**config.mk**
```make
export PLATFORM = sky130hd
export DESIGN_NAME = stl_torque_limits
export DESIGN_NICKNAME = d
export VERILOG_FILES = /design/src/stl_pkg.sv /design/src/stl_torque_limits.sv /design/src/stl_servo_tick.sv
export VERILOG_INCLUDE_DIRS = /design/src
export SDC_FILE = /design/constraint.sdc
export NUM_CORES = 1
export LEC_CHECK = 0
export BUFFER_PORTS_ARGS = -buffer_cell sky130_fd_sc_hd__buf_2
export CAP_MARGIN = 20
export CELL_PAD_IN_SITES_DETAIL_PLACEMENT = 1
export CELL_PAD_IN_SITES_GLOBAL_PLACEMENT = 2
export CORE_MARGIN = 1.5
export CORE_UTILIZATION = 25
export CTS_CLUSTER_DIAMETER = 50
export CTS_CLUSTER_SIZE = 10
export DETAILED_ROUTE_END_ITERATION = 12
export HOLD_SLACK_MARGIN = 0.12
export MAX_ROUTING_LAYER = met4
export PLACE_DENSITY_LB_ADDON = 0.12
export SLEW_MARGIN = 10
export SYNTH_ARGS = -nofsm -noshare
export SYNTH_HDL_FRONTEND = slang
export SYNTH_HIERARCHICAL = 1
export SYNTH_SLANG_ARGS = --single-unit
```
**constraint.sdc**
```tcl
create_clock -name sys_clk_in -period 1.5 [get_ports sys_clk_in]
set_input_delay 0.075 -clock sys_clk_in [delete_from_list [all_inputs] [get_ports sys_clk_in]]
set_output_delay 0.075 -clock sys_clk_in [all_outputs]
set_load 0.005 [all_outputs]
```
**src/stl_cfg.svh**
```systemverilog
`ifndef STL_CFG_SVH
`define STL_CFG_SVH

// Register index space seen by the command ports
`define STL_ADDR_W 8
`define STL_ADDR_ACC 8'h0a
`define STL_ADDR_CL 8'hce
`define STL_ADDR_OL 8'hcf

// Field layout of a limit register
`define STL_LIM_W 16
`define STL_REG_W 32
`define STL_HOLD_HI 31
`define STL_HOLD_LO 16
`define STL_MOVE_HI 15
`define STL_MOVE_LO 0

// Reset contents
`define STL_RST_REG 32'h0000_0000
`define STL_RST_LIM 16'h0000

// Timing: clock period and servo cycle, both in ns
`define STL_CLK_PERIOD_NS 8
`define STL_SERVO_CYCLE_NS 120000
`define STL_SERVO_CYCLES (`STL_SERVO_CYCLE_NS / `STL_CLK_PERIOD_NS)
`define STL_TICK_W 16

`endif

```
**src/stl_pkg.sv**
```systemverilog
`default_nettype none
package stl_pkg;
  // Which half of a limit register a calculation copy lands in
  typedef enum logic {
    STL_HALF_LOW = 1'b0,
    STL_HALF_HIGH = 1'b1
  } stl_half_t;
  // One-hot register select {acc, open loop, closed loop}
  typedef logic [2:0] stl_sel_t;
endpackage
`default_nettype wire

```
**src/stl_torque_limits.sv**
```systemverilog
// Operation
// - Four 16-bit limits, two per register
// - Closed loop: high holding, low moving
// - Open loop: high holding, low moving
// - Both registers written from any source; only the host port reads, program and calculation only write
// - New limits active within one servo cycle
// - Register write equals setting both limits of that register
// - One limit changes, others kept
// - Calculation writes only one half
// - Host read returns current register contents
// - Set-all command updates both registers
`default_nettype none
`include "stl_cfg.svh"
module stl_torque_limits
  import stl_pkg::*;
#(
  parameter int unsigned SERVO_CYCLES = `STL_SERVO_CYCLES
)
(
  input wire logic sys_clk_in, // System clock, 125 MHz
  input wire logic rst_n_in, // Async reset, active low
  input wire logic set_all_torque_limits_cmd_in, // Set-all strobe
  input wire logic [`STL_LIM_W-1:0] set_cl_hold_in, // Closed loop holding value
  input wire logic [`STL_LIM_W-1:0] set_cl_move_in, // Closed loop moving value
  input wire logic [`STL_LIM_W-1:0] set_ol_hold_in, // Open loop holding value
  input wire logic [`STL_LIM_W-1:0] set_ol_move_in, // Open loop moving value
  input wire logic host_register_write_cmd_in, // Host write strobe
  input wire logic host_register_read_cmd_in, // Host read strobe
  input wire logic [`STL_ADDR_W-1:0] host_addr_in, // Host register index
  input wire logic [`STL_REG_W-1:0] host_wdata_in, // Host write value
  input wire logic program_register_write_cmd_in, // Program write strobe
  input wire logic [`STL_ADDR_W-1:0] prog_addr_in, // Program register index
  input wire logic [`STL_REG_W-1:0] prog_wdata_in, // Program write value
  input wire logic internal_calculation_cmd_in, // Half-word copy strobe
  input wire logic [`STL_ADDR_W-1:0] calc_addr_in, // Copy target index
  input wire logic calc_half_in, // Copy target half, 1 = high
  output logic [`STL_LIM_W-1:0] act_cl_hold_out, // Active closed loop holding
  output logic [`STL_LIM_W-1:0] act_cl_move_out, // Active closed loop moving
  output logic [`STL_LIM_W-1:0] act_ol_hold_out, // Active open loop holding
  output logic [`STL_LIM_W-1:0] act_ol_move_out, // Active open loop moving
  output logic limits_applied_out, // Pulse when actives reload
  output logic [`STL_REG_W-1:0] host_rdata_out, // Host read value
  output logic host_rvalid_out, // Host read answer pulse
  output logic host_rerr_out // Host read of unmapped index
);

  logic [`STL_REG_W-1:0] cl_lim; // Closed loop limit register
  logic [`STL_REG_W-1:0] ol_lim; // Open loop limit register
  logic [`STL_REG_W-1:0] acc; // Accumulator
  logic [`STL_REG_W-1:0] next_cl_lim;
  logic [`STL_REG_W-1:0] next_ol_lim;
  logic [`STL_REG_W-1:0] next_acc;
  logic [`STL_LIM_W-1:0] next_act_cl_hold;
  logic [`STL_LIM_W-1:0] next_act_cl_move;
  logic [`STL_LIM_W-1:0] next_act_ol_hold;
  logic [`STL_LIM_W-1:0] next_act_ol_move;
  logic next_applied;
  logic [`STL_REG_W-1:0] next_rdata;
  logic next_rvalid;
  logic next_rerr;
  logic servo_tick; // One pulse per servo cycle
  stl_sel_t host_wsel; // Decoded host write target
  stl_sel_t host_rsel; // Decoded host read target
  stl_sel_t prog_sel; // Decoded program write target
  stl_sel_t calc_sel; // Decoded copy target

  // Map an index to a one-hot register select
  function automatic stl_sel_t decode(input logic [`STL_ADDR_W-1:0] addr);
    stl_sel_t sel;
    sel = 3'h0;
    case (addr)
      `STL_ADDR_CL: sel = 3'h1;
      `STL_ADDR_OL: sel = 3'h2;
      `STL_ADDR_ACC: sel = 3'h4;
      default: sel = 3'h0;
    endcase
    return sel;
  endfunction

  // Replace one half of a register, keep the other
  function automatic logic [`STL_REG_W-1:0] merge_half(input logic [`STL_REG_W-1:0] old,
                                                       input logic [`STL_LIM_W-1:0] word,
                                                       input logic high);
    logic [`STL_REG_W-1:0] res;
    res = old;
    if (high)
    begin
      res[`STL_HOLD_HI:`STL_HOLD_LO] = word;
    end
    else
    begin
      res[`STL_MOVE_HI:`STL_MOVE_LO] = word;
    end
    return res;
  endfunction

  assign host_wsel = decode(host_addr_in);
  assign host_rsel = decode(host_addr_in);
  assign prog_sel = decode(prog_addr_in);
  assign calc_sel = decode(calc_addr_in);

  // Servo cycle pacing; actives only move on this pulse
  stl_servo_tick #(
    .CYCLES(SERVO_CYCLES)
  ) u_tick (
    .sys_clk_in(sys_clk_in),
    .rst_n_in(rst_n_in),
    .tick_out(servo_tick)
  );

  // Register file updates. Same-cycle writers are applied in a fixed
  // order (set-all, host, program, copy) so the last one stands; values
  // are stored as given, with no percent scaling.
  always_comb
  begin
    next_cl_lim = cl_lim;
    next_ol_lim = ol_lim;
    next_acc = acc;
    if (set_all_torque_limits_cmd_in)
    begin
      next_cl_lim = {set_cl_hold_in, set_cl_move_in};
      next_ol_lim = {set_ol_hold_in, set_ol_move_in};
    end
    if (host_register_write_cmd_in)
    begin
      if (host_wsel[0])
        next_cl_lim = host_wdata_in;
      if (host_wsel[1])
        next_ol_lim = host_wdata_in;
      if (host_wsel[2])
        next_acc = host_wdata_in;
    end
    if (program_register_write_cmd_in)
    begin
      if (prog_sel[0])
        next_cl_lim = prog_wdata_in;
      if (prog_sel[1])
        next_ol_lim = prog_wdata_in;
      if (prog_sel[2])
        next_acc = prog_wdata_in;
    end
    // Half-word copy
    // Copies the accumulator as it stood before this cycle's load
    if (internal_calculation_cmd_in)
    begin
      if (calc_sel[0])
        next_cl_lim = merge_half(next_cl_lim, acc[`STL_MOVE_HI:`STL_MOVE_LO], calc_half_in);
      if (calc_sel[1])
        next_ol_lim = merge_half(next_ol_lim, acc[`STL_MOVE_HI:`STL_MOVE_LO], calc_half_in);
    end
  end

  // Register storage
  // Four packed limits and the accumulator
  always_ff @(posedge sys_clk_in or negedge rst_n_in)
  begin
    if (!rst_n_in)
    begin
      cl_lim <= `STL_RST_REG;
      ol_lim <= `STL_RST_REG;
      acc <= `STL_RST_REG;
    end
    else
    begin
      cl_lim <= next_cl_lim;
      ol_lim <= next_ol_lim;
      acc <= next_acc;
    end
  end

  // Active limits reload from the registers once per servo cycle, so a
  // write is in force at most one cycle later whichever path made it
  always_comb
  begin
    next_act_cl_hold = act_cl_hold_out;
    next_act_cl_move = act_cl_move_out;
    next_act_ol_hold = act_ol_hold_out;
    next_act_ol_move = act_ol_move_out;
    next_applied = 1'b0;
    if (servo_tick)
    begin
      next_act_cl_hold = cl_lim[`STL_HOLD_HI:`STL_HOLD_LO];
      next_act_cl_move = cl_lim[`STL_MOVE_HI:`STL_MOVE_LO];
      next_act_ol_hold = ol_lim[`STL_HOLD_HI:`STL_HOLD_LO];
      next_act_ol_move = ol_lim[`STL_MOVE_HI:`STL_MOVE_LO];
      next_applied = 1'b1;
    end
  end

  // Active limit storage
  always_ff @(posedge sys_clk_in or negedge rst_n_in)
  begin
    if (!rst_n_in)
    begin
      act_cl_hold_out <= `STL_RST_LIM;
      act_cl_move_out <= `STL_RST_LIM;
      act_ol_hold_out <= `STL_RST_LIM;
      act_ol_move_out <= `STL_RST_LIM;
      limits_applied_out <= 1'b0;
    end
    else
    begin
      act_cl_hold_out <= next_act_cl_hold;
      act_cl_move_out <= next_act_cl_move;
      act_ol_hold_out <= next_act_ol_hold;
      act_ol_move_out <= next_act_ol_move;
      limits_applied_out <= next_applied;
    end
  end

  // Host read answer, one cycle after the strobe; shows pre-write contents
  always_comb
  begin
    next_rdata = `STL_RST_REG;
    next_rvalid = 1'b0;
    next_rerr = 1'b0;
    if (host_register_read_cmd_in)
    begin
      next_rvalid = 1'b1;
      if (host_rsel[0])
        next_rdata = cl_lim;
      else if (host_rsel[1])
        next_rdata = ol_lim;
      else if (host_rsel[2])
        next_rdata = acc;
      else
        // Unmapped index reads zero with an error flag
        next_rerr = 1'b1;
    end
  end

  // Read answer storage
  always_ff @(posedge sys_clk_in or negedge rst_n_in)
  begin
    if (!rst_n_in)
    begin
      host_rdata_out <= `STL_RST_REG;
      host_rvalid_out <= 1'b0;
      host_rerr_out <= 1'b0;
    end
    else
    begin
      host_rdata_out <= next_rdata;
      host_rvalid_out <= next_rvalid;
      host_rerr_out <= next_rerr;
    end
  end

  property p_host_write_cl;
    @(posedge sys_clk_in) disable iff (!rst_n_in)
    (host_register_write_cmd_in && host_addr_in == `STL_ADDR_CL && !program_register_write_cmd_in &&
     !internal_calculation_cmd_in) |=> (cl_lim == $past(host_wdata_in));
  endproperty
  a_host_write_cl: assert property (p_host_write_cl) else $error("host write to closed loop lost");

  property p_other_kept;
    @(posedge sys_clk_in) disable iff (!rst_n_in)
    (host_register_write_cmd_in && host_addr_in == `STL_ADDR_CL && !set_all_torque_limits_cmd_in &&
     !program_register_write_cmd_in && !internal_calculation_cmd_in) |=> $stable(ol_lim);
  endproperty
  a_other_kept: assert property (p_other_kept) else $error("open loop changed by closed loop write");

  property p_half_copy;
    @(posedge sys_clk_in) disable iff (!rst_n_in)
    (internal_calculation_cmd_in && calc_addr_in == `STL_ADDR_OL && calc_half_in &&
     !host_register_write_cmd_in && !program_register_write_cmd_in && !set_all_torque_limits_cmd_in)
    |=> (ol_lim[`STL_HOLD_HI:`STL_HOLD_LO] == $past(acc[`STL_MOVE_HI:`STL_MOVE_LO])) &&
        (ol_lim[`STL_MOVE_HI:`STL_MOVE_LO] == $past(ol_lim[`STL_MOVE_HI:`STL_MOVE_LO]));
  endproperty
  a_half_copy: assert property (p_half_copy) else $error("half copy disturbed other half");

  property p_set_all;
    @(posedge sys_clk_in) disable iff (!rst_n_in)
    (set_all_torque_limits_cmd_in && !host_register_write_cmd_in && !program_register_write_cmd_in &&
     !internal_calculation_cmd_in)
    |=> (cl_lim == {$past(set_cl_hold_in), $past(set_cl_move_in)}) &&
        (ol_lim == {$past(set_ol_hold_in), $past(set_ol_move_in)});
  endproperty
  a_set_all: assert property (p_set_all) else $error("set-all did not fill both registers");

  property p_apply_fields;
    @(posedge sys_clk_in) disable iff (!rst_n_in)
    servo_tick |=> limits_applied_out && (act_cl_hold_out == $past(cl_lim[`STL_HOLD_HI:`STL_HOLD_LO])) &&
                   (act_cl_move_out == $past(cl_lim[`STL_MOVE_HI:`STL_MOVE_LO])) &&
                   (act_ol_hold_out == $past(ol_lim[`STL_HOLD_HI:`STL_HOLD_LO])) &&
                   (act_ol_move_out == $past(ol_lim[`STL_MOVE_HI:`STL_MOVE_LO]));
  endproperty
  a_apply_fields: assert property (p_apply_fields) else $error("active limits not taken from registers");

  property p_read_back;
    @(posedge sys_clk_in) disable iff (!rst_n_in)
    (host_register_read_cmd_in && host_addr_in == `STL_ADDR_OL)
    |=> host_rvalid_out && !host_rerr_out && (host_rdata_out == $past(ol_lim));
  endproperty
  a_read_back: assert property (p_read_back) else $error("host read returned wrong contents");

  property p_later_wins;
    @(posedge sys_clk_in) disable iff (!rst_n_in)
    (host_register_write_cmd_in && host_addr_in == `STL_ADDR_CL) ##1
    (program_register_write_cmd_in && prog_addr_in == `STL_ADDR_CL && !internal_calculation_cmd_in)
    |=> (cl_lim == $past(prog_wdata_in));
  endproperty
  a_later_wins: assert property (p_later_wins) else $error("earlier write overrode later one");

  property p_actives_hold;
    @(posedge sys_clk_in) disable iff (!rst_n_in)
    !servo_tick |=> !limits_applied_out && $stable(act_cl_move_out) && $stable(act_ol_hold_out);
  endproperty
  a_actives_hold: assert property (p_actives_hold) else $error("actives moved off the servo tick");

endmodule
`default_nettype wire

```
**src/stl_servo_tick.sv**
```systemverilog
`default_nettype none
`include "stl_cfg.svh"
module stl_servo_tick
  import stl_pkg::*;
#(
  parameter int unsigned CYCLES = `STL_SERVO_CYCLES
)
(
  input wire logic sys_clk_in, // System clock
  input wire logic rst_n_in, // Async reset, active low
  output logic tick_out // One pulse per servo cycle
);

  logic [`STL_TICK_W-1:0] count; // Cycles left in this servo cycle
  logic [`STL_TICK_W-1:0] next_count;
  logic next_tick;

  // Count down and fire on reaching zero
  always_comb
  begin
    next_tick = 1'b0;
    if (count == '0)
    begin
      next_count = `STL_TICK_W'(CYCLES - 1);
      next_tick = 1'b1;
    end
    else
    begin
      next_count = count - `STL_TICK_W'(1);
    end
  end

  // Register the divider
  always_ff @(posedge sys_clk_in or negedge rst_n_in)
  begin
    if (!rst_n_in)
    begin
      count <= '0;
      tick_out <= 1'b0;
    end
    else
    begin
      count <= next_count;
      tick_out <= next_tick;
    end
  end

  // Checker helper: cycles since the last pulse, counted apart from the
  // divider so a wrong reload value cannot hide behind it
  logic [`STL_TICK_W-1:0] gap_cnt;
  always_ff @(posedge sys_clk_in or negedge rst_n_in)
  begin
    if (!rst_n_in)
    begin
      gap_cnt <= '0;
    end
    else if (tick_out)
    begin
      gap_cnt <= '0;
    end
    else
    begin
      gap_cnt <= gap_cnt + `STL_TICK_W'(1);
    end
  end

  property p_tick_gap;
    @(posedge sys_clk_in) disable iff (!rst_n_in)
    gap_cnt <= `STL_TICK_W'(CYCLES - 1);
  endproperty
  a_tick_gap: assert property (p_tick_gap) else $error("servo cycle longer than allowed");

endmodule
`default_nettype wire

```
==> summary.md <==
| Metric | Value |
|---|---|
| Total global-route track usage | 22.3% |
| VDD IR max | 0.000705 V |
| Sequential Area | 5310 sq um |
| Count leader, synth | dfrtp_1 |
| Post-Synthesis Cells | 994 |
| Residual DRC | 0 |
| Largest net degree at the start of global routing | 54 |
| Clk buf depth | 3 |
| EDFF count, synth | 0 |
| CP delay by family, top | simple AND/OR/NAND/NOR gates |
| Share of layout cells above drive strength 1 | 37.7% |
| Final hold vios | 0 |
| Vias in the first global route | 10,715 |
| Least-Margin Pin Slew | 462 ps |
| Post-layout util | 38.4% |
| WP data required | 1910 ps |
| Seq/Total Area, Yosys | 48.6% |
| Post-CTS Setup Bufs | 0 |
| Slowest cell on crit path | or4_4 |
| Critical-path cell list | or4_4 > nor3_4 > nand3_2 > mux2_4 |
| Highest clock rate | 605 MHz |
| Dpl ws | -157 ps |
| RSZ-0062 raised after global routing | true |
| Clock Pin Slew Worst Setup and Hold Paths | 50 ps |
| Final slew viol count | 0 |
| Worst Path Arrival | 2070 ps |
| Die ar. | 44,900 sq um |
| I/O pin count | 259 |
| Most common library cells after synthesis | dfrtp_1 (212), nor2_1 (129), mux2_2 (98), mux2i_1 (96), a21oi_1 (63) |
| Int Power | 13.9 mW |
| Cell Area, Synth | 10,900 sq um |
| Htree depth | 2 |
| Largest area contributor in the netlist | dfrtp_1 |
| Leak | 7.83 nW |
| Sw Share | 24.7% |
| Clock share of power | 52.2% |
| Comb power frac | 12.0% |
| Outcome | finished with violations |
| Core area | 43,100 sq um |
| 1st-iter DRT viols | 405 |
| Fill cell count | 4,787 |
| Crit start category | flop |
| Worst path buffer plus inverter count | 0 |
| FF+latch count, synth | 212 |
| Drt wl/cell | 23.2 microns |
| Min Tclk post-route | 1650 ps |
| Die Y-Extent | 212 microns |
| Cell variety after synth | 55 |
| Pwr dens | 1120 nW/um^2 |
| Vias | 9,886 |
| Ys async rst share | 100% |
| Grt total ovfl | 0 |
| Ranking of synthesized cells by area | dfrtp_1 (49%), mux2_2 (10%), mux2i_1 (8.8%), a221o_1 (5.4%), nor2_1 (4.4%) |
| CTS tree | done |
| Synth-to-Final Area Change | 51.7% |
| Synth Warn # | 6 |
| Min-Delay Path Class | primary input to async pin |
| Flop pwr share | 35.8% |
| First-pass iteration count of the detailed router | 4 |
| Failing checks | negative setup slack |
| NetSw | 4.56 mW |
| Final nets | 1,598 |
| HPWL after DPL | 33.0 mm |
| Row Count | 76 |
| Max-cap violation count | 0 |
| Rel. slew slack | 69.2% |
| CTS buffer count | 39 |
| First-pass GRT wire length | 71.0 mm |
| Effective utilization at floorplan | 25.3% |
| Worst Path Max Fanout | 3 |
| Post-Syn Area per Cell | 11.0 sq um |
| CP endpoint kind | flop |
| GP Congestion | 0.772 |
| Synth Flop Type | dfrtp_1 |
| Post-route clock period utilization | 110% |
| DRT Wirelength | 47.6 mm |
| Vias per cell | 4.81 |
| Final setup viols | 11 |
| Skew-Pair Late Insertion Delay | 540 ps |
| Final ANT Viol Nets | 0 |
| DIE WIDTH | 212 microns |
| Clock sinks | 212 |
| Layout Cells excl Fill | 2,054 |
| Placed cells | 1,849 |
| Syn_nets | 1,155 |
| Multi-input gate area | 5320 sq um |
| Number of port buffers | 258 |
| Crit Path Category | flop to flop |
| Share of the synthesized area in the top cell type | 48.6% |
| Setup TNS | -668 ps |
| CP peak stage delay | 550 ps |
| Root Driver | clkbuf_16 |
| Initial antenna violation count | 3 |
| Worst Skew | 16.0 ps |
| Setup ws final | -152 ps |
| Total Power | 18.5 mW |
-- registers in the layout, summed over array words and instances (netlist names) --
name	cells
host_rdata_out	32
act_ol_hold_out	16
limits_applied_out	1
act_cl_hold_out	16
u_tick/count	16
host_rerr_out	1
u_tick/tick_out	1
host_rvalid_out	1
cl_lim	32
act_ol_move_out	16
ol_lim	32
act_cl_move_out	16
acc	32
-- layer usage --
metal	up-vias	global-route usage (%)	part of all wire (%)
met5	-	-	0
met4	0	6.28	2.5
met3	55	3.96	3.7
met2	213	35.9	48
met1	5021	28.7	46
li1	4597	-	-
-- cell families (layout without fill, tap and decap cells) --
logic type | Yosys count | in the layout | share of synthesized area (%)
and+or+nand+nor | 258 | 258 | 11.8
AOI/OAI and AO/OA | 237 | 237 | 16.3
DFF | 212 | 212 | 48.6
muxes | 195 | 195 | 19.1
buffers and inverters | 86 | 558 | 3.64
xor gates and xnor gates | 5 | 5 | 0.401
adders and majority gates | 1 | 1 | 0.115
other | 0 | 3 | 0
-- area by class of cell --
class,count,area share (%)
diodes,3,0.0454
well taps,585,4.42
repair buffers,481,22.6
flip-flops and latches,212,32.1
clock buffers,51,6.85
multi-input cells,696,32.1
inverters,7,0.159
clock inverters,19,1.74
-- path summary, 6_finish.rpt --
path | slack [ps] | to | start | depth (start not counted)
worst max-delay path | -150 | u_tick/count[15]$_DFF_PN0_ | u_tick/count[3]$_DFF_PN0_ | 4
worst min-delay path | 160 | ol_lim[31]$_DFF_PN0_ | rst_n_in | 3
worst max register to register | -150 | u_tick/count[15]$_DFF_PN0_ | u_tick/count[3]$_DFF_PN0_ | 4
worst min register to register | 490 | u_tick/count[0]$_DFF_PN0_ | u_tick/count[0]$_DFF_PN0_ | 1
max in group asynchronous | 1030 | host_rdata_out[16]$_DFF_PN0_ | rst_n_in | 3
min in group sys_clk_in | 160 | cl_lim[9]$_DFF_PN0_ | calc_addr_in[0] | 5
-- tightest hold or removal path, delay by kind of cell --
kind	cells	cell delay (ps)
buffers and inverters	3	970
-- through the flow --
stage | hold slack (ps) | cell area, sq um
CTS | 126 | 16500
finish | 159 | 16500
detailed placement | -20.5 | 13700
global route | 155 | 16500
global placement | -21.6 | 13700
floorplan | -221 | 10900
-- cell usage in the layout, fill, tap and decap left out, types with 4 or more instances in the layout --
cell           instances
bufinv_16              7
clkinv_2               6
buf_2                255
clkbuf_8               7
buf_4                 59
nand2_1               41
nor2b_1               34
inv_1                  5
a22oi_1               32
mux2_2                97
a21oi_1               63
a31oi_1               32
buf_12                34
mux2i_1               96
nor3_4                 6
clkbuf_16             41
a211o_1                5
nor4_1                 7
dlygate4sd3_1        131
clkinvlp_4             4
nor2_1               127
a2bb2oi_1             32
nand4_1                5
nand3_2                4
xor2_1                 4
a221o_1               59
dfrtp_1              211
-- what timing repair did --
item / 4_1_cts / 5_1_grt
gates cloned: 0 / 0
resized for setup: 6 / 6
hold endpoints to repair: 342 / 0
endpoints found under the setup margin: 14 / 16
hold buffers: 132 / 0
pin swaps: 2 / 7
-- power by group through the flow --
stage	combinational [mW]	sequential, mW	clock, mW
final	2.21	6.62	9.66
after global routing	2.41	6.68	10.2
after CTS	2.25	6.63	9.93
after detailed placement	1.95	6.72	0
after global placement	1.93	6.71	0
after floorplan	0.994	6.51	0
No activity file was read; power rests on OpenSTA's default activity.
